==> src/rtl/fmpc_pkg.sv <==
package fmpc_pkg;
  // Register byte offsets on the APB bus
  localparam logic [7:0] ADDR_FAULT    = 8'h00;  // Fault flags and last conversion, read
  localparam logic [7:0] ADDR_CONTROL  = 8'h04;  // Converter power and input select
  localparam logic [7:0] ADDR_COMMAND  = 8'h08;  // Command byte, write
  localparam logic [7:0] ADDR_STATUS   = 8'h0C;  // Sticky event bits, write one to clear
  localparam logic [7:0] ADDR_MASK     = 8'h10;  // Interrupt mask
  localparam logic [7:0] ADDR_STRAPS   = 8'h14;  // Decoded strap settings, read

  // Fault register field positions
  localparam int FLT_ILOW   = 0;   // Loop current below programmed
  localparam int FLT_IHIGH  = 1;   // Loop current above programmed
  localparam int FLT_TLOW   = 2;   // Die above lower temperature threshold
  localparam int FLT_THIGH  = 3;   // Die above upper temperature threshold
  localparam int FLT_SHIGH  = 4;   // Supply below high threshold
  localparam int FLT_SLOW   = 5;   // Supply below low threshold
  localparam int NUM_FLAGS  = 6;
  localparam int FLT_RESULT = 8;   // Conversion result at bits 15:8

  // Control register field positions
  localparam int CTL_ADC_PWR = 7;  // Keep converter powered
  localparam int CTL_ADC_SEL = 8;  // 1 selects die temperature, 0 loop sense

  // Command byte that starts one conversion
  localparam logic [7:0] CMD_CONVERT = 8'h08;

  // Reset values
  localparam logic [8:0] CONTROL_RESET = 9'h000;
  localparam logic [5:0] MASK_RESET    = 6'h00;

  // Conversion time
  localparam int CLK_HZ         = 20_000_000;
  localparam int CONV_TIME_NS   = 1000;
  localparam int CONV_CYCLES    = (CONV_TIME_NS * (CLK_HZ / 1_000_000) + 999) / 1000;

  // Loop current range encodings
  localparam logic [1:0] RANGE_4_20  = 2'd0;
  localparam logic [1:0] RANGE_38_21 = 2'd1;
  localparam logic [1:0] RANGE_32_24 = 2'd2;

  // Converter sequencer states, Gray along idle-convert-done
  typedef enum logic [1:0] {
    FMPC_IDLE = 2'b00,
    FMPC_CONV = 2'b01,
    FMPC_DONE = 2'b11
  } fmpc_state_e;
endpackage

==> src/rtl/fmpc_top.sv <==
`timescale 1ns/1ps
// Function
// - Flag loop current low or high
// - Loop current flags drive alert
// - Two die temperature threshold flags
// - Only upper temperature flag alerts
// - Supply high flag, hysteresis, no alert
// - Supply low flag, hysteresis, alerts
// - Decode range straps, high-high repeats
// - Control bit eight selects converter input
// - Command byte starts one conversion
// - Fault read returns latest result
// - Control bit seven keeps converter powered
// - Decode regulator straps, seven settings
module fmpc_top (
  input  wire logic        ref_clk,
  input  wire logic        rst_n,
  // APB slave
  input  wire logic        psel,
  input  wire logic        penable,
  input  wire logic        pwrite,
  input  wire logic [7:0]  paddr,
  input  wire logic [31:0] pwdata,
  output logic      [31:0] prdata,
  output logic             pready,
  output logic             pslverr,
  // Analog comparator levels, asynchronous
  input  wire logic        cmp_current_below,
  input  wire logic        cmp_current_above,
  input  wire logic        cmp_temp_lower,
  input  wire logic        cmp_temp_upper,
  input  wire logic        cmp_sense_below_0v6,
  input  wire logic        cmp_sense_above_0v7,
  input  wire logic        cmp_sense_below_0v3,
  input  wire logic        cmp_sense_above_0v4,
  // Converter interface
  input  wire logic [7:0]  adc_result,
  output logic             adc_power,
  output logic             adc_input_temp,
  output logic             adc_start,
  // Straps
  input  wire logic        range_strap_lsb,
  input  wire logic        range_strap_msb,
  input  wire logic        regulator_strap_bit0,
  input  wire logic        regulator_strap_bit1,
  input  wire logic        regulator_strap_bit2,
  output logic      [1:0]  loop_range,
  output logic      [2:0]  regulator_output,
  output logic             regulator_code_valid,
  // Alerts
  output logic             fault_alert,
  output logic             irq
);
  logic [7:0] cmp_sync;            // Synchronised comparator levels
  logic [5:0] flags;               // Fault flags
  logic [5:0] next_flags;
  logic [8:0] control;             // Control register
  logic [8:0] next_control;
  logic [5:0] status;              // Sticky events
  logic [5:0] next_status;
  logic [5:0] mask;                // Interrupt mask
  logic [5:0] next_mask;
  logic [7:0] result;              // Last conversion result
  logic [7:0] next_result;
  logic       next_fault_alert;
  fmpc_pkg::fmpc_state_e state, next_state;
  logic [7:0] conv_cnt;
  logic [7:0] next_conv_cnt;
  logic       wr_en;               // Write takes effect this edge
  logic       cmd_hit;             // Convert command written
  logic [5:0] rising;              // Flags newly set

  // Comparator levels pass through synchronisers before any flag logic
  fmpc_sync #(.W(8)) u_sync (
    .ref_clk (ref_clk),
    .rst_n   (rst_n),
    .din     ({cmp_sense_above_0v4, cmp_sense_below_0v3, cmp_sense_above_0v7, cmp_sense_below_0v6,
                cmp_temp_upper, cmp_temp_lower, cmp_current_above, cmp_current_below}),
    .dout    (cmp_sync)
  );

  // Zero wait states; every access completes in its first access cycle
  assign pready = 1'b1;
  assign wr_en  = psel && penable && pwrite;
  assign cmd_hit = wr_en && (paddr == fmpc_pkg::ADDR_COMMAND) && (pwdata[7:0] == fmpc_pkg::CMD_CONVERT);

  // Unmapped addresses answer with an error
  always_comb begin
    pslverr = 1'b0;
    if (psel && penable) begin
      if (paddr != fmpc_pkg::ADDR_FAULT && paddr != fmpc_pkg::ADDR_CONTROL &&
          paddr != fmpc_pkg::ADDR_COMMAND && paddr != fmpc_pkg::ADDR_STATUS &&
          paddr != fmpc_pkg::ADDR_MASK && paddr != fmpc_pkg::ADDR_STRAPS) begin
        pslverr = 1'b1;
      end
    end
  end

  // Read mux is combinational; prdata stays stable during the access phase
  always_comb begin
    prdata = 32'h0000_0000;
    if (psel && !pwrite) begin
      if (paddr == fmpc_pkg::ADDR_FAULT) begin
        prdata = {16'h0000, result, 2'b00, flags};
      end else if (paddr == fmpc_pkg::ADDR_CONTROL) begin
        prdata = {23'h00_0000, control};
      end else if (paddr == fmpc_pkg::ADDR_STATUS) begin
        prdata = {26'h000_0000, status};
      end else if (paddr == fmpc_pkg::ADDR_MASK) begin
        prdata = {26'h000_0000, mask};
      end else if (paddr == fmpc_pkg::ADDR_STRAPS) begin
        // Range at 1:0, regulator code at 4:2, code valid at 5
        prdata = {26'h000_0000, regulator_code_valid, regulator_output, loop_range};
      end
    end
  end

  // Fault flags follow the comparators; supply flags hold between thresholds
  always_comb begin
    next_flags = flags;
    next_flags[fmpc_pkg::FLT_ILOW]  = cmp_sync[0];
    next_flags[fmpc_pkg::FLT_IHIGH] = cmp_sync[1];
    next_flags[fmpc_pkg::FLT_TLOW]  = cmp_sync[2];
    next_flags[fmpc_pkg::FLT_THIGH] = cmp_sync[3];
    if (cmp_sync[4]) begin
      next_flags[fmpc_pkg::FLT_SHIGH] = 1'b1;
    end else if (cmp_sync[5]) begin
      next_flags[fmpc_pkg::FLT_SHIGH] = 1'b0;
    end
    if (cmp_sync[6]) begin
      next_flags[fmpc_pkg::FLT_SLOW] = 1'b1;
    end else if (cmp_sync[7]) begin
      next_flags[fmpc_pkg::FLT_SLOW] = 1'b0;
    end
    // Registered OR of the alerting flags; lower temp and supply-high stay silent
    next_fault_alert = next_flags[fmpc_pkg::FLT_ILOW] | next_flags[fmpc_pkg::FLT_IHIGH]
                     | next_flags[fmpc_pkg::FLT_THIGH]
                     | next_flags[fmpc_pkg::FLT_SLOW];
  end

  // Sticky events: a new flag wins over a same-cycle clear
  assign rising = next_flags & ~flags;
  always_comb begin
    next_status = status;
    next_mask   = mask;
    next_control = control;
    if (wr_en && paddr == fmpc_pkg::ADDR_STATUS) begin
      next_status = status & ~pwdata[5:0];
    end
    next_status = next_status | rising;
    if (wr_en && paddr == fmpc_pkg::ADDR_MASK) begin
      next_mask = pwdata[5:0];
    end
    if (wr_en && paddr == fmpc_pkg::ADDR_CONTROL) begin
      next_control = {pwdata[fmpc_pkg::CTL_ADC_SEL], pwdata[fmpc_pkg::CTL_ADC_PWR], 7'h00};
    end
  end

  // One-shot conversion sequencer
  always_comb begin
    next_state    = state;
    next_conv_cnt = conv_cnt;
    next_result   = result;
    case (state)
      fmpc_pkg::FMPC_IDLE: begin
        if (cmd_hit) begin
          next_state    = fmpc_pkg::FMPC_CONV;
          next_conv_cnt = 8'(fmpc_pkg::CONV_CYCLES - 1);
        end
      end
      fmpc_pkg::FMPC_CONV: begin
        if (conv_cnt == 8'h00) begin
          next_state = fmpc_pkg::FMPC_DONE;
        end else begin
          next_conv_cnt = conv_cnt - 8'h01;
        end
      end
      fmpc_pkg::FMPC_DONE: begin
        next_result = adc_result;
        next_state  = fmpc_pkg::FMPC_IDLE;
      end
      default: begin
        next_state = fmpc_pkg::FMPC_IDLE;
      end
    endcase
  end

  // Converter powered while the bit is set or a single conversion runs
  assign adc_power      = control[fmpc_pkg::CTL_ADC_PWR] || (state != fmpc_pkg::FMPC_IDLE);
  assign adc_input_temp = control[fmpc_pkg::CTL_ADC_SEL];
  assign adc_start      = (state == fmpc_pkg::FMPC_CONV) && (conv_cnt == 8'(fmpc_pkg::CONV_CYCLES - 1));

  // Strap decode; straps are static, so decode is plain logic
  always_comb begin
    case ({range_strap_msb, range_strap_lsb})
      2'b00:   loop_range = fmpc_pkg::RANGE_4_20;
      2'b10:   loop_range = fmpc_pkg::RANGE_32_24;
      default: loop_range = fmpc_pkg::RANGE_38_21;
    endcase
    regulator_output     = {regulator_strap_bit2, regulator_strap_bit1, regulator_strap_bit0};
    regulator_code_valid = (regulator_output != 3'b111);
  end

  assign irq = |(status & mask);

  // Register all state
  always_ff @(posedge ref_clk or negedge rst_n) begin
    if (!rst_n) begin
      flags       <= 6'h00;
      fault_alert <= 1'b0;
      control     <= fmpc_pkg::CONTROL_RESET;
      status      <= 6'h00;
      mask        <= fmpc_pkg::MASK_RESET;
      result      <= 8'h00;
      state       <= fmpc_pkg::FMPC_IDLE;
      conv_cnt    <= 8'h00;
    end else begin
      flags       <= next_flags;
      fault_alert <= next_fault_alert;
      control     <= next_control;
      status      <= next_status;
      mask        <= next_mask;
      result      <= next_result;
      state       <= next_state;
      conv_cnt    <= next_conv_cnt;
    end
  end

  // Assertions
  property p_alert_current;
    @(posedge ref_clk) disable iff (!rst_n)
      (flags[0] || flags[1]) |-> fault_alert;
  endproperty
  a_alert_current: assert property (p_alert_current) else $error("current flag without alert");

  property p_temp_low_silent;
    @(posedge ref_clk) disable iff (!rst_n)
      (flags == 6'b000100) |-> !fault_alert;
  endproperty
  a_temp_low_silent: assert property (p_temp_low_silent) else $error("lower temp raised alert");

  property p_supply_hold;
    @(posedge ref_clk) disable iff (!rst_n)
      (flags[4] && !cmp_sync[5]) |=> flags[4];
  endproperty
  a_supply_hold: assert property (p_supply_hold) else $error("supply high flag dropped early");

  property p_supply_low_alert;
    @(posedge ref_clk) disable iff (!rst_n)
      flags[5] |-> fault_alert;
  endproperty
  a_supply_low_alert: assert property (p_supply_low_alert) else $error("supply low without alert");

  property p_current_flag;
    @(posedge ref_clk) disable iff (!rst_n)
      cmp_sync[0] |=> flags[0];
  endproperty
  a_current_flag: assert property (p_current_flag) else $error("current low not flagged");

  property p_temp_flag;
    @(posedge ref_clk) disable iff (!rst_n)
      cmp_sync[3] |=> flags[3] ##0 fault_alert;
  endproperty
  a_temp_flag: assert property (p_temp_flag) else $error("upper temp not flagged");

  property p_convert;
    @(posedge ref_clk) disable iff (!rst_n)
      (cmd_hit && state == fmpc_pkg::FMPC_IDLE) |=> adc_power ##[1:40] state == fmpc_pkg::FMPC_DONE;
  endproperty
  a_convert: assert property (p_convert) else $error("conversion did not run");

  property p_result;
    @(posedge ref_clk) disable iff (!rst_n)
      (state == fmpc_pkg::FMPC_DONE) |=> result == $past(adc_result);
  endproperty
  a_result: assert property (p_result) else $error("result not captured");

  property p_power;
    @(posedge ref_clk) disable iff (!rst_n)
      control[7] |-> adc_power;
  endproperty
  a_power: assert property (p_power) else $error("converter not powered");

  // Supply-high flag on its own must stay off the alert pin
  property p_supply_high_silent;
    @(posedge ref_clk) disable iff (!rst_n)
      (flags == 6'b010000) |-> !fault_alert;
  endproperty
  a_supply_high_silent: assert property (p_supply_high_silent) else $error("supply high raised alert");

  // Both straps high repeats the middle range
  property p_range_repeat;
    @(posedge ref_clk) disable iff (!rst_n)
      ({range_strap_msb, range_strap_lsb} == 2'b11) |-> (loop_range == fmpc_pkg::RANGE_38_21);
  endproperty
  a_range_repeat: assert property (p_range_repeat) else $error("range straps high-high misdecoded");

  // The undefined regulator code is flagged
  property p_reg_invalid;
    @(posedge ref_clk) disable iff (!rst_n)
      (regulator_output == 3'b111) |-> !regulator_code_valid;
  endproperty
  a_reg_invalid: assert property (p_reg_invalid) else $error("undefined regulator code accepted");

  // A started conversion always has the converter powered
  property p_start_powered;
    @(posedge ref_clk) disable iff (!rst_n)
      adc_start |-> adc_power;
  endproperty
  a_start_powered: assert property (p_start_powered) else $error("conversion started unpowered");
endmodule

==> src/rtl/fmpc_sync.sv <==
`timescale 1ns/1ps
// Two-flop synchroniser for a bundle of asynchronous comparator levels
module fmpc_sync #(
  parameter int W = 6
) (
  input  wire logic         ref_clk,
  input  wire logic         rst_n,
  input  wire logic [W-1:0] din,
  output logic      [W-1:0] dout
);
  logic [W-1:0] stage1;  // Metastable stage, read only by stage two

  // Each bit gets its own pair; no bit depends on another
  genvar i;
  generate
    for (i = 0; i < W; i++) begin : g_bit
      always_ff @(posedge ref_clk or negedge rst_n) begin
        if (!rst_n) begin
          stage1[i] <= 1'b0;
          dout[i]   <= 1'b0;
        end else begin
          stage1[i] <= din[i];
          dout[i]   <= stage1[i];
        end
      end
    end
  endgenerate
endmodule

==> config.mk <==
export PLATFORM = sky130hd
export DESIGN_NAME = fmpc_top
export DESIGN_NICKNAME = d
export VERILOG_FILES = /design/src/rtl/fmpc_pkg.sv /design/src/rtl/fmpc_top.sv /design/src/rtl/fmpc_sync.sv
export SDC_FILE = /design/constraint.sdc
export NUM_CORES = 1
export LEC_CHECK = 0
export BUFFER_PORTS_ARGS = -buffer_cell sky130_fd_sc_hd__buf_2
export CORE_ASPECT_RATIO = 0.75
export CORE_UTILIZATION = 52
export DETAILED_ROUTE_END_ITERATION = 10
export PLACE_DENSITY = 0.95
export SLEW_MARGIN = 20
export SYNTH_ARGS = -nofsm -noshare
export SYNTH_HDL_FRONTEND = slang
export SYNTH_SLANG_ARGS = --single-unit
==> constraint.sdc <==
create_clock -name ref_clk -period 4.3 [get_ports ref_clk]
set_input_delay 0.645 -clock ref_clk [delete_from_list [all_inputs] [get_ports ref_clk]]
set_output_delay 0.645 -clock ref_clk [all_outputs]
set_load 0.005 [all_outputs]
==> flow_metrics.tcl <==
set metrics [dict create \
    cts_htree_levels 2 \
    worstSetupStartpointType "input pin" \
    viasPerCell 5.66 \
    fin_cells 366 \
    p_leak_nw 1.54 \
    fill_cells 412 \
    cts-buffers-inserted 5 \
    ctsRootBufferMaster "clkbuf_8" \
    synth-main-ff-cell "dfrtp_1" \
    highest_layer "met4" \
    switching_share 0.243 \
    start_util 0.545 \
    cp_data_required_time_ns 3.65 \
    dr.pass1.iters 10 \
    syn_area_per_cell_um2 11.1 \
    cts_tree "yes" \
    power_switching_mw 0.217 \
    dr_wl_met2_um 2630 \
    synth_xor_area_frac 0 \
    syn_area_mm2 0.00269 \
    fin_nets 375 \
    p_clk_frac 0.317 \
    synth_compound_area_frac 0.0974 \
    crit_type "in -> out" \
    first_global_vias 1893 \
    slew_violations 0 \
    violations "DRC" \
    dieWidth_um 85.0 \
    fin_crit_sh 0.674 \
    syn_inst 242 \
    finalInstanceArea_mm2 0.00307 \
    grt_pass1_wl_um 9190 \
    wl_per_cell_um 15.5 \
    drt-met1-wl_um 2550 \
    die_h_um 64.2 \
    grt_setup_unrepaired "no" \
    hold_viol 0 \
    tns_ns 0 \
    synth_edf_count 0 \
    cts_hold_buf 0 \
    slew_headroom 0.536 \
    synth_warnings 0 \
    io_pins 111 \
    pwr-share-seq 0.603 \
    areaGrowthSynthToFinish_pct 14.4 \
    irDropWorstVdd_mv 0.248 \
    hp-class "reg -> reg" \
    die_area_mm2 0.00546 \
    synth_area_leaders "dfrtp_1 (51%), mux2_2 (8.8%), buf_4 (5.9%), nand2_1 (2.7%), a22o_1 (2.6%)" \
    yosysUniqueCellTypes 43 \
    yosys.area_share.simple 0.189 \
    holdWs_ns 0.355 \
    mostFrequentLayoutCells "buf_2 (69), dfrtp_1 (55), mux2_2 (21)" \
    clk_path_buf_depth 2 \
    p_int_mw 0.677 \
    cts_sinks 55 \
    ant_nets 0 \
    reg2reg_slack_ns 2.31 \
    vias 2070 \
    finalCriticalPeriod_ns 2.90 \
    grt_max_degree 56 \
    synth-async-reset-ratio 1.00 \
    overflow 0 \
    cts_setup_buffers 0 \
    synthMuxAreaShare 0.0993 \
    tightest_slew_ns 0.696 \
    core_area_mm2 0.00493 \
    layout-drive-gt1-share 0.340 \
    dp.cells 359 \
    dp_hpwl_um 4160 \
    portBuffers 69 \
    synth_top_family_by_area "simple AND/OR/NAND/NOR gates" \
    power.density_mw_per_mm2 291 \
    clkLatencyLatePin_ns 0.31 \
    crit_fanout 6 \
    seq_area_frac_synth 0.513 \
    synthAdderAreaFrac 0.0140 \
    dr_wl_met3_um 359 \
    finalWirelength_um 5660 \
    fin_worst_skew_ns 0.00546 \
    combPwrFrac 0.080 \
    clk_pin_slew_ns 0.09 \
    row_count 22 \
    drt_iter0_markers 217 \
    grt_usage 0.222 \
    yosysTopAreaCellShare 0.513 \
    end_kind "output pin" \
    ys_ff_latch 55 \
    drc 8 \
    gp_congestion 0.908 \
    n_antenna_cell 0 \
    status "finished with violations" \
    placed_area_mm2 0.00299 \
    cts-resized-gates 0 \
    cap_violations 0 \
    grt_antenna_before_repair 0 \
    cp_data_arrival_time_ns 2.25 \
    final_common_cell "buf_2" \
    setup_viol 0 \
    synth_top_area_cell "dfrtp_1" \
    fmax_ghz 0.345 \
]
## sequential cells by signal, summed over array words and instances (netlist names)
register       cells
control            2
conv_cnt           8
fault_alert        1
flags              6
mask               6
result             8
state              2
status             6
u_sync.dout        8
u_sync.stage1      8
## through the flow
stage / setup slack [ns] / total power [mW] / util
2_1_floorplan: 1.92 / 0.588 / -
3_3_place_gp: 1.41 / 0.617 / 0.606
3_5_place_dp: 1.40 / 0.620 / 0.606
4_1_cts: 1.39 / 0.900 / 0.624
5_1_grt: 1.27 / 0.933 / 0.624
6_report: 1.40 / 0.894 / 0.624
## power groups by stage
stage / registers, mW / logic [mW] / clock network [mW]
after floorplan: 0.548 / 0.0408 / 0
final: 0.539 / 0.0712 / 0.284
after global placement: 0.548 / 0.0687 / 0
after global routing: 0.541 / 0.0794 / 0.312
after detailed placement: 0.550 / 0.0706 / 0
after CTS: 0.539 / 0.0709 / 0.289
## layout make-up
| cell class | count | area [um^2] | share of cell area |
|---|---|---|---|
| inverter | 9 | 33.8 | 0.0110 |
| sequential | 55 | 1380 | 0.448 |
| tap | 60 | 75.1 | 0.0244 |
| multi-input combinational | 164 | 1140 | 0.371 |
| clock buffer | 5 | 68.8 | 0.0224 |
| clock inverter | 2 | 17.5 | 0.00570 |
| timing repair buffer | 71 | 360 | 0.117 |
## path summary, 6_finish.rpt
path                                             to                        from  cells after the start
setup / recovery                          prdata[0]                    paddr[1]                      5
hold / removal             u_sync.dout[1]$_DFF_PN0_  u_sync.stage1[1]$_DFF_PN0_                      0
setup reg to reg            conv_cnt[0]$_DFFE_PN0P_     conv_cnt[3]$_DFFE_PN0P_                      4
hold reg to reg            u_sync.dout[1]$_DFF_PN0_  u_sync.stage1[1]$_DFF_PN0_                      0
max in group asynchronous        flags[5]$_DFF_PN0_                       rst_n                      2
min in group asynchronous   conv_cnt[6]$_DFFE_PN0P_                       rst_n                      2
## logic make-up (layout without fill, tap and decap cells)
family / count (synthesis) / after routing
AND/OR/NAND/NOR: 86 / 86
flip-flops: 55 / 55
multiplexers: 24 / 24
other: 2 / 18
adder cells (fa/ha/maj): 3 / 3
AO/OA/AOI/OAI: 33 / 33
buffers and inverters: 39 / 87
## per-layer routing
metal  vias to the layer above  GRT usage
li1                        960          -
met1                       999      0.302
met2                        99      0.354
met3                        12     0.0452
met4                         0     0.0826
met5                         -          0
## Yosys cell counts, types with 2 or more instances
cell type   n
a31oi_1     2
nor2b_1     3
nand3_1     9
a22oi_1     4
o21bai_1    2
and4_1      3
nor4b_1     3
o311ai_0    5
a22o_1      8
o211ai_1    2
nor2_1      9
and2_1      8
dfrtp_1    55
nor3b_1     2
a211o_1     3
buf_2       2
inv_1       9
nor4_1      2
clkbuf_1    7
nor3_1      5
nand4_1     9
and3_1      4
or4_1       2
conb_1      2
ha_1        3
a21oi_1     2
mux2i_1     3
buf_4      21
nand2_1    19
mux2_2     21
## critical path: stages
cell      delay, ns
buf_2          0.12
nor3_1         0.48
nand3_1        0.34
o311ai_0       0.48
buf_2          0.20
No activity file was read; power rests on OpenSTA's default activity.
